`src/pwr_mode_pkg.sv`:
```
// Purpose: Shared constants and types for the power reduction mode controller.
// Assumes: Single system clock at 250 MHz; register port with one-cycle read latency.
// Notes:   Offsets are word indices on the plain register port.
package pwr_mode_pkg;

  // Power mode field encodings.
  typedef enum logic [1:0] {
    MODE_NORMAL  = 2'h0,
    MODE_IDLE    = 2'h1,
    MODE_PDOWN   = 2'h2,
    MODE_TOTAL   = 2'h3
  } pwr_mode_t;

  localparam int          ADDR_W          = 4;
  localparam int          DATA_W          = 8;
  localparam logic [3:0]  OFS_PCTRL       = 4'h0;
  localparam logic [3:0]  OFS_PERIPH      = 4'h1;
  localparam logic [3:0]  OFS_INTERRUPT_ENABLE_REG0        = 4'h2;
  localparam logic [3:0]  OFS_WDCTL       = 4'h3;
  localparam logic [3:0]  OFS_CLKCFG      = 4'h4;
  localparam logic [3:0]  OFS_STATUS      = 4'h5;

  // Field positions.
  localparam int          PC_MODE_LO      = 0;
  localparam int          PC_MODE_HI      = 1;
  localparam int          PC_BO_INT       = 4;
  localparam int          PC_BO_PD        = 5;
  localparam int          PA_VC_PD        = 5;
  localparam int          PA_RTC_PD       = 7;
  localparam int          IE_EBO          = 5;
  localparam int          IE_GLOBAL       = 7;
  localparam int          WD_CLKSEL       = 0;
  localparam int          CC_XTAL         = 0;
  localparam int          CC_RC_SYS       = 1;
  localparam int          CC_RTC_EN       = 2;
  localparam int          CC_CMP_EN       = 3;
  localparam int          CC_BO_EN        = 4;

  localparam logic [7:0]  REG_RESET       = 8'h00;

  // Oscillator stabilisation counts.
  localparam int          XTAL_STAB_CLK   = 1024;
  localparam int          RC_STAB_CLK     = 256;
  localparam int          STAB_W          = 11;
  localparam logic [10:0] XTAL_STAB_N     = 11'(XTAL_STAB_CLK);
  localparam logic [10:0] RC_STAB_N       = 11'(RC_STAB_CLK);
  localparam logic [10:0] STAB_ONE        = 11'h001;

  // Wake source vector positions.
  localparam int          WK_EXT0         = 0;
  localparam int          WK_EXT1         = 1;
  localparam int          WK_BO           = 2;
  localparam int          WK_KBD          = 3;
  localparam int          WK_RTC          = 4;
  localparam int          WK_WDT          = 5;
  localparam int          WK_CMP          = 6;
  localparam int          WK_N            = 7;

  typedef struct packed {
    logic core_clk_run;
    logic cpu_run;
    logic periph_clk_run;
    logic sys_osc_run;
    logic rc_osc_run;
    logic bo_det_run;
    logic wdt_run;
    logic cmp_run;
    logic rtc_run;
    logic ram_retain;
  } pwr_ctl_t;

  typedef struct packed {
    logic [ADDR_W-1:0] addr;
    logic [DATA_W-1:0] wdata;
    logic              wr;
    logic              rd;
  } reg_req_t;

endpackage : pwr_mode_pkg

```
`src/power_reduction_mode_ctrl.sv`:
```
// Purpose: Power reduction mode controller: mode decode, wake gating, oscillator restart.
// Assumes: Register port strobes are one cycle, never together; inputs synchronous.
// Notes:   The system clock here stays alive; gating is reported on the control outputs.
`timescale 1ns/1ps
module power_reduction_mode_ctrl (
  // Clock and reset
  input  wire logic                          mclk_i,
  input  wire logic                          reset_i,
  // Register port
  input  wire pwr_mode_pkg::reg_req_t        req_i,
  output logic [pwr_mode_pkg::DATA_W-1:0]    rdata_o,
  // Wake requests and enables
  input  wire logic [pwr_mode_pkg::WK_N-1:0] wake_irq_i,
  input  wire logic [pwr_mode_pkg::WK_N-1:0] wake_ien_i,
  input  wire logic                          bo_detect_i,
  input  wire logic                          reset_wake_i,
  // Power control outputs
  output pwr_mode_pkg::pwr_ctl_t             pwr_ctl_o,
  output logic                               bo_reset_o,
  output logic                               bo_irq_o,
  output logic                               osc_stable_o
);
  import pwr_mode_pkg::*;

  typedef enum logic [1:0] {ST_RUN, ST_IDLE, ST_DOWN, ST_WAKE} pwr_state_t;

  logic [DATA_W-1:0] power_control_reg_r;
  logic [DATA_W-1:0] peripheral_power_reg_r;
  logic [DATA_W-1:0] interrupt_enable_reg0_r;
  logic [DATA_W-1:0] watchdog_control_reg_r;
  logic [DATA_W-1:0] clk_cfg_r;
  pwr_state_t        state_r;
  pwr_mode_t         mode;
  logic [STAB_W-1:0] stab_cnt_r;
  logic              total_r;
  logic [WK_N-1:0]   wake_src;
  logic              irq_wake;
  logic              any_wake;
  logic              wake_clear;
  logic              global_interrupt_enable;
  logic              bo_active;

  // Wake source groups used by the checks below.
  localparam logic [WK_N-1:0] WAKE_ALWAYS    = WK_N'((1 << WK_EXT0) | (1 << WK_EXT1)
                                               | (1 << WK_KBD) | (1 << WK_RTC));
  localparam logic [WK_N-1:0] WAKE_TOTAL_OFF = WK_N'((1 << WK_BO) | (1 << WK_CMP));
  localparam logic [WK_N-1:0] WAKE_WDT       = WK_N'(1 << WK_WDT);

  function automatic logic rc_kept(input logic [DATA_W-1:0] cc);
    rc_kept = cc[CC_RC_SYS] & cc[CC_RTC_EN];
  endfunction : rc_kept

  assign mode = pwr_mode_t'(power_control_reg_r[PC_MODE_HI:PC_MODE_LO]);
  assign global_interrupt_enable = interrupt_enable_reg0_r[IE_GLOBAL];

  // Brownout runs unless powered down, not fitted, or in total power-down.
  assign bo_active = clk_cfg_r[CC_BO_EN] & ~power_control_reg_r[PC_BO_PD]
                     & (mode != MODE_TOTAL);

  always_comb begin
    wake_src = wake_irq_i & wake_ien_i;
    if (total_r) begin
      wake_src[WK_BO]  = 1'b0;
      wake_src[WK_CMP] = 1'b0;
    end
    if (!watchdog_control_reg_r[WD_CLKSEL] && state_r == ST_DOWN) begin
      wake_src[WK_WDT] = 1'b0;
    end
  end

  // Idle accepts any enabled interrupt, power-down only the listed ones.
  assign irq_wake   = global_interrupt_enable & (|wake_src);
  assign any_wake   = irq_wake | reset_wake_i;
  assign wake_clear = ((state_r == ST_IDLE) || (state_r == ST_DOWN)) && any_wake;

  always_ff @(posedge mclk_i or posedge reset_i) begin
    if (reset_i) begin
      state_r    <= ST_RUN;
      stab_cnt_r <= '0;
      total_r    <= 1'b0;
    end else begin
      case (state_r)
        ST_RUN: begin
          if (mode == MODE_IDLE) begin
            state_r <= ST_IDLE;
          end else if (mode == MODE_PDOWN || mode == MODE_TOTAL) begin
            state_r <= ST_DOWN;
            total_r <= (mode == MODE_TOTAL);
          end
        end
        ST_IDLE: begin
          if (any_wake) begin
            state_r <= ST_RUN;
          end
        end
        ST_DOWN: begin
          if (any_wake) begin
            state_r    <= ST_WAKE;
            stab_cnt_r <= clk_cfg_r[CC_XTAL] ? XTAL_STAB_N : RC_STAB_N;
          end
        end
        ST_WAKE: begin
          if (stab_cnt_r == STAB_ONE) begin
            state_r <= ST_RUN;
            total_r <= 1'b0;
          end
          stab_cnt_r <= stab_cnt_r - STAB_ONE;
        end
        default: begin
          state_r <= ST_RUN;
        end
      endcase
    end
  end

  // Registers; a wake clears the mode field, overriding a same-cycle write.
  always_ff @(posedge mclk_i or posedge reset_i) begin
    if (reset_i) begin
      power_control_reg_r     <= REG_RESET;
      peripheral_power_reg_r  <= REG_RESET;
      interrupt_enable_reg0_r <= REG_RESET;
      watchdog_control_reg_r  <= REG_RESET;
      clk_cfg_r               <= REG_RESET;
    end else begin
      if (req_i.wr) begin
        case (req_i.addr)
          OFS_PCTRL:  power_control_reg_r     <= req_i.wdata;
          OFS_PERIPH: peripheral_power_reg_r  <= req_i.wdata;
          OFS_INTERRUPT_ENABLE_REG0:   interrupt_enable_reg0_r <= req_i.wdata;
          OFS_WDCTL:  watchdog_control_reg_r  <= req_i.wdata;
          OFS_CLKCFG: clk_cfg_r               <= req_i.wdata;
          default: begin
          end
        endcase
      end
      if (wake_clear) begin
        power_control_reg_r[PC_MODE_HI:PC_MODE_LO] <= MODE_NORMAL;
      end
    end
  end

  always_ff @(posedge mclk_i or posedge reset_i) begin
    if (reset_i) begin
      rdata_o <= '0;
    end else if (req_i.rd) begin
      case (req_i.addr)
        OFS_PCTRL:  rdata_o <= power_control_reg_r;
        OFS_PERIPH: rdata_o <= peripheral_power_reg_r;
        OFS_INTERRUPT_ENABLE_REG0:   rdata_o <= interrupt_enable_reg0_r;
        OFS_WDCTL:  rdata_o <= watchdog_control_reg_r;
        OFS_CLKCFG: rdata_o <= clk_cfg_r;
        OFS_STATUS: rdata_o <= {4'h0, osc_stable_o, total_r, state_r};
        default:    rdata_o <= '0;
      endcase
    end else begin
      rdata_o <= '0;
    end
  end

  // Control outputs, registered so downstream gating never glitches.
  always_ff @(posedge mclk_i or posedge reset_i) begin
    if (reset_i) begin
      pwr_ctl_o    <= '1;
      bo_reset_o   <= 1'b0;
      bo_irq_o     <= 1'b0;
      osc_stable_o <= 1'b1;
    end else begin
      pwr_ctl_o.cpu_run        <= (state_r == ST_RUN) && (mode == MODE_NORMAL);
      pwr_ctl_o.periph_clk_run <= (state_r == ST_RUN) || (state_r == ST_IDLE);
      pwr_ctl_o.core_clk_run   <= (state_r != ST_DOWN);
      pwr_ctl_o.sys_osc_run    <= (state_r != ST_DOWN);
      pwr_ctl_o.rc_osc_run     <= (state_r != ST_DOWN) || rc_kept(clk_cfg_r);
      pwr_ctl_o.bo_det_run     <= bo_active && !(state_r == ST_DOWN && total_r);
      pwr_ctl_o.wdt_run        <= (state_r != ST_DOWN)
                                  || watchdog_control_reg_r[WD_CLKSEL];
      pwr_ctl_o.cmp_run        <= (state_r != ST_DOWN) ? clk_cfg_r[CC_CMP_EN]
                                  : (!total_r && !(peripheral_power_reg_r[PA_VC_PD]
                                  && !clk_cfg_r[CC_CMP_EN]));
      pwr_ctl_o.rtc_run        <= clk_cfg_r[CC_RTC_EN] && !((state_r == ST_DOWN)
                                  && peripheral_power_reg_r[PA_RTC_PD]);
      pwr_ctl_o.ram_retain     <= 1'b1;
      bo_reset_o   <= bo_active && !(state_r == ST_DOWN && total_r)
                      && bo_detect_i && !power_control_reg_r[PC_BO_INT];
      bo_irq_o     <= bo_active && !(state_r == ST_DOWN && total_r) && bo_detect_i
                      && power_control_reg_r[PC_BO_INT]
                      && interrupt_enable_reg0_r[IE_EBO];
      osc_stable_o <= (state_r == ST_RUN) || (state_r == ST_IDLE);
    end
  end
endmodule : power_reduction_mode_ctrl

```
`config.mk`:
```
export PLATFORM = sky130hd
export DESIGN_NAME = power_reduction_mode_ctrl
export DESIGN_NICKNAME = d
export VERILOG_FILES = /design/src/pwr_mode_pkg.sv /design/src/power_reduction_mode_ctrl.sv
export SDC_FILE = /design/constraint.sdc
export NUM_CORES = 1
export LEC_CHECK = 0
export ABC_AREA = 1
export BUFFER_PORTS_ARGS = -buffer_cell sky130_fd_sc_hd__buf_2
export CORE_UTILIZATION = 30
export CTS_BUF_LIST = sky130_fd_sc_hd__clkbuf_16
export DETAILED_ROUTE_END_ITERATION = 10
export PLACE_DENSITY = 0.61
export SETUP_SLACK_MARGIN = 0.1
export SLEW_MARGIN = 20
export SYNTH_ARGS = -nofsm -noshare
export SYNTH_HDL_FRONTEND = slang
export SYNTH_SLANG_ARGS = --single-unit
```
`constraint.sdc`:
```
create_clock -name mclk_i -period 2.1 [get_ports mclk_i]
set_input_delay 0.105 -clock mclk_i [delete_from_list [all_inputs] [get_ports mclk_i]]
set_output_delay 0.105 -clock mclk_i [all_outputs]
set_load 0.02 [all_outputs]
```
==> results.toml <==
[grt]
grtUsageTotal_pct = 15.8
antenna_found_initial = 0
grt_pass1_vias = 2945
overflow = 0
grt_pass1_wl_um = 14400
grt_max_degree = 49

[final_layout]
diodes = 0
fin_util_pct = 37.3
fillers = 1153
drive_above_1_share_pct = 18.3
final_cell_area_um2 = 4250
layout_common_cells = "122 x nand2_1, 64 x dfrtp_1, 51 x buf_2"
nets = 529
final_common_cell = "nand2_1"
final_cells = 639
area_growth_pct = 21.4

[clocking]
ctsHtreeMaxLevel = 3
cts.clk_slew.worst_paths_ps = 60
cts_tree = "built"
cts_root_buf = "clkbuf_16"
clock_latency_ps = 340
cts_setup_buffers = 0
cts_buffers = 9
clock-sinks = 72
cts_buffer_depth = 2

[drt]
ant_nets = 0
dr.pass1.iters = 5
route.detailed.drc = 0
wl_per_cell_um = 13.2
viasPerCell = 4.64
vias = 2965
wl_um = 8450
drt_iter0_markers = 136

[synthesis]
synth_edf_count = 0
synthDistinctLibCells = 28
syn_area_per_cell_um2 = 8.02
synth.area.top_cells = "dfrtp_1 46%, nand2_1 13%, o21ai_0 6.9%"
ys_warn_count = 0
ys_seq_area_share_pct = 51.8
ys_async_sr_fraction_pct = 100
synth_flop_cell = "dfrtp_1"
synthCells = 436
synth_area_um2 = 3500
synth_top_area_share_pct = 45.8
synth_nets = 474
synth_seq_cells = 72
synth_top_area_cell = "dfrtp_1"

[worst_setup_path]
worstPathRequired_ps = 2330
critPathArrivalTime_ps = 2020
worstSetupPathType = "reg -> reg"
crit_fanout = 10
startpoint_type = "flip-flop"
critPathCaptureType = "flip-flop"

[sta]
post-route-period-util_pct = 85.2
fin_setup_tns_ps = 0
hold_viol_final = 0
maxSlewViolCount = 0
rsz0062_at_grt = "false"
relSlewSlack_pct = 55.5
fin_worst_skew_ps = 6.61
worst_pin_slew_ps = 666
setup_viol = 0
max_freq_ghz = 0.559
timing.hold.ws_ps = 14.7
fin_ws_ps = 311
finalCriticalPeriod_ps = 1790

[placed_design]
pre_cts_slack_ps = 231
port_buffers = 51
dp_cells = 622
gp_congestion = 0.838
placed_area_um2 = 3910
place_hpwl_um = 6170

[floorplan]
die_w_um = 110
fp.dieH_um = 110
row_count = 39
pin_count = 53
start_util_pct = 30.7
dieArea_um2 = 12100
coreArea_um2 = 11400

[power]
power_density_nw_per_um2 = 1260
totalPowerFinal_mw = 5.34
power_leakage_nw = 2.17
ir_drop_mv = 0.478

[hold_path]
min_path_type = "in -> reg"

[status]
status = "finished clean"

[flow_run]
drv_cap = 0
state kept, by name (all words and copies together) (netlist names):
register                 flops
pwr_ctl_o                    7
peripheral_power_reg_r       8
total_r                      1
bo_reset_o                   1
power_control_reg_r          8
interrupt_enable_reg0_r      8
osc_stable_o                 1
watchdog_control_reg_r       8
bo_irq_o                     1
clk_cfg_r                    8
state_r                      2
rdata_o                      8
stab_cnt_r                  11
path summary, 6_finish.rpt:
check                                  startpoint                        end  slack [ps]  cells past startpoint
setup / recovery                       state_r[0]              stab_cnt_r[1]         310                     10
hold / removal                        bo_detect_i                 bo_reset_o          10                      3
setup reg to reg                       state_r[0]              stab_cnt_r[1]         310                     10
hold reg to reg            power_control_reg_r[4]                 bo_reset_o         450                      1
max in group asynchronous                 reset_i               clk_cfg_r[2]        1460                      4
min in group asynchronous                 reset_i  peripheral_power_reg_r[7]         360                      4
Yosys cell counts, drive strengths merged, types with 6 or more instances:
| master | instances |
|---|---|
| a21oi | 8 |
| buf | 12 |
| dfrtp | 64 |
| dfstp | 8 |
| ha | 6 |
| inv | 52 |
| nand2 | 124 |
| nand3 | 38 |
| nand4 | 7 |
| nor2 | 33 |
| nor3 | 8 |
| o21ai | 50 |
| o22ai | 9 |
routing by layer:
metal	GRT usage [%]	vias to the layer above	wire length, um
met1	20.5	1389	3900
li1	-	1513	-
met5	0	-	0
met4	3.71	0	97
met3	4.33	7	346
met2	26.3	56	4100
kinds of logic after synthesis:
kind of cell / count (synthesis) / share of synthesized area, %
XOR/XNOR: 4 / 1.00
buffers and inverters: 68 / 8.16
AND/OR/NAND/NOR: 215 / 26.2
AO/OA/AOI/OAI: 70 / 10.5
other: 1 / 0.107
adder cells (fa/ha/maj): 6 / 2.15
flip-flops: 72 / 51.8
critical path: stages, from the launching register on:
cell      delay (ps)
dfrtp_1          410
inv_1            120
ha_1             310
nand2_1          120
nand3_1           80
nand3_1           70
nand2_1          110
nand3_1          120
buf_4            200
nand3b_1          90
nand2_1           50
area by class of cell:
| type | count | area, um2 | area share [%] |
|---|---|---|---|
| clock buffer | 9 | 225 | 5.31 |
| clock inverter | 7 | 95.1 | 2.24 |
| inverter | 52 | 195 | 4.60 |
| multi-input combinational | 296 | 1400 | 33.0 |
| sequential | 72 | 1810 | 42.7 |
| tap | 143 | 179 | 4.21 |
| timing repair buffer | 60 | 338 | 7.96 |
report_power, final:
part	switching, mW	leakage [nW]	internal, mW	total, mW
logic	1.05	1.10	0.614	1.67
clock network	0.602	0.156	1.04	1.64
registers	0.252	0.917	1.77	2.03
total	1.91	2.17	3.43	5.34
what timing repair did:
action	4_1_cts	5_1_grt
setup endpoints to repair	0	11
resized for setup	0	1
hold buffers	1	0
endpoints found under the hold margin	64	0
(Power assumes the default switching activity.)
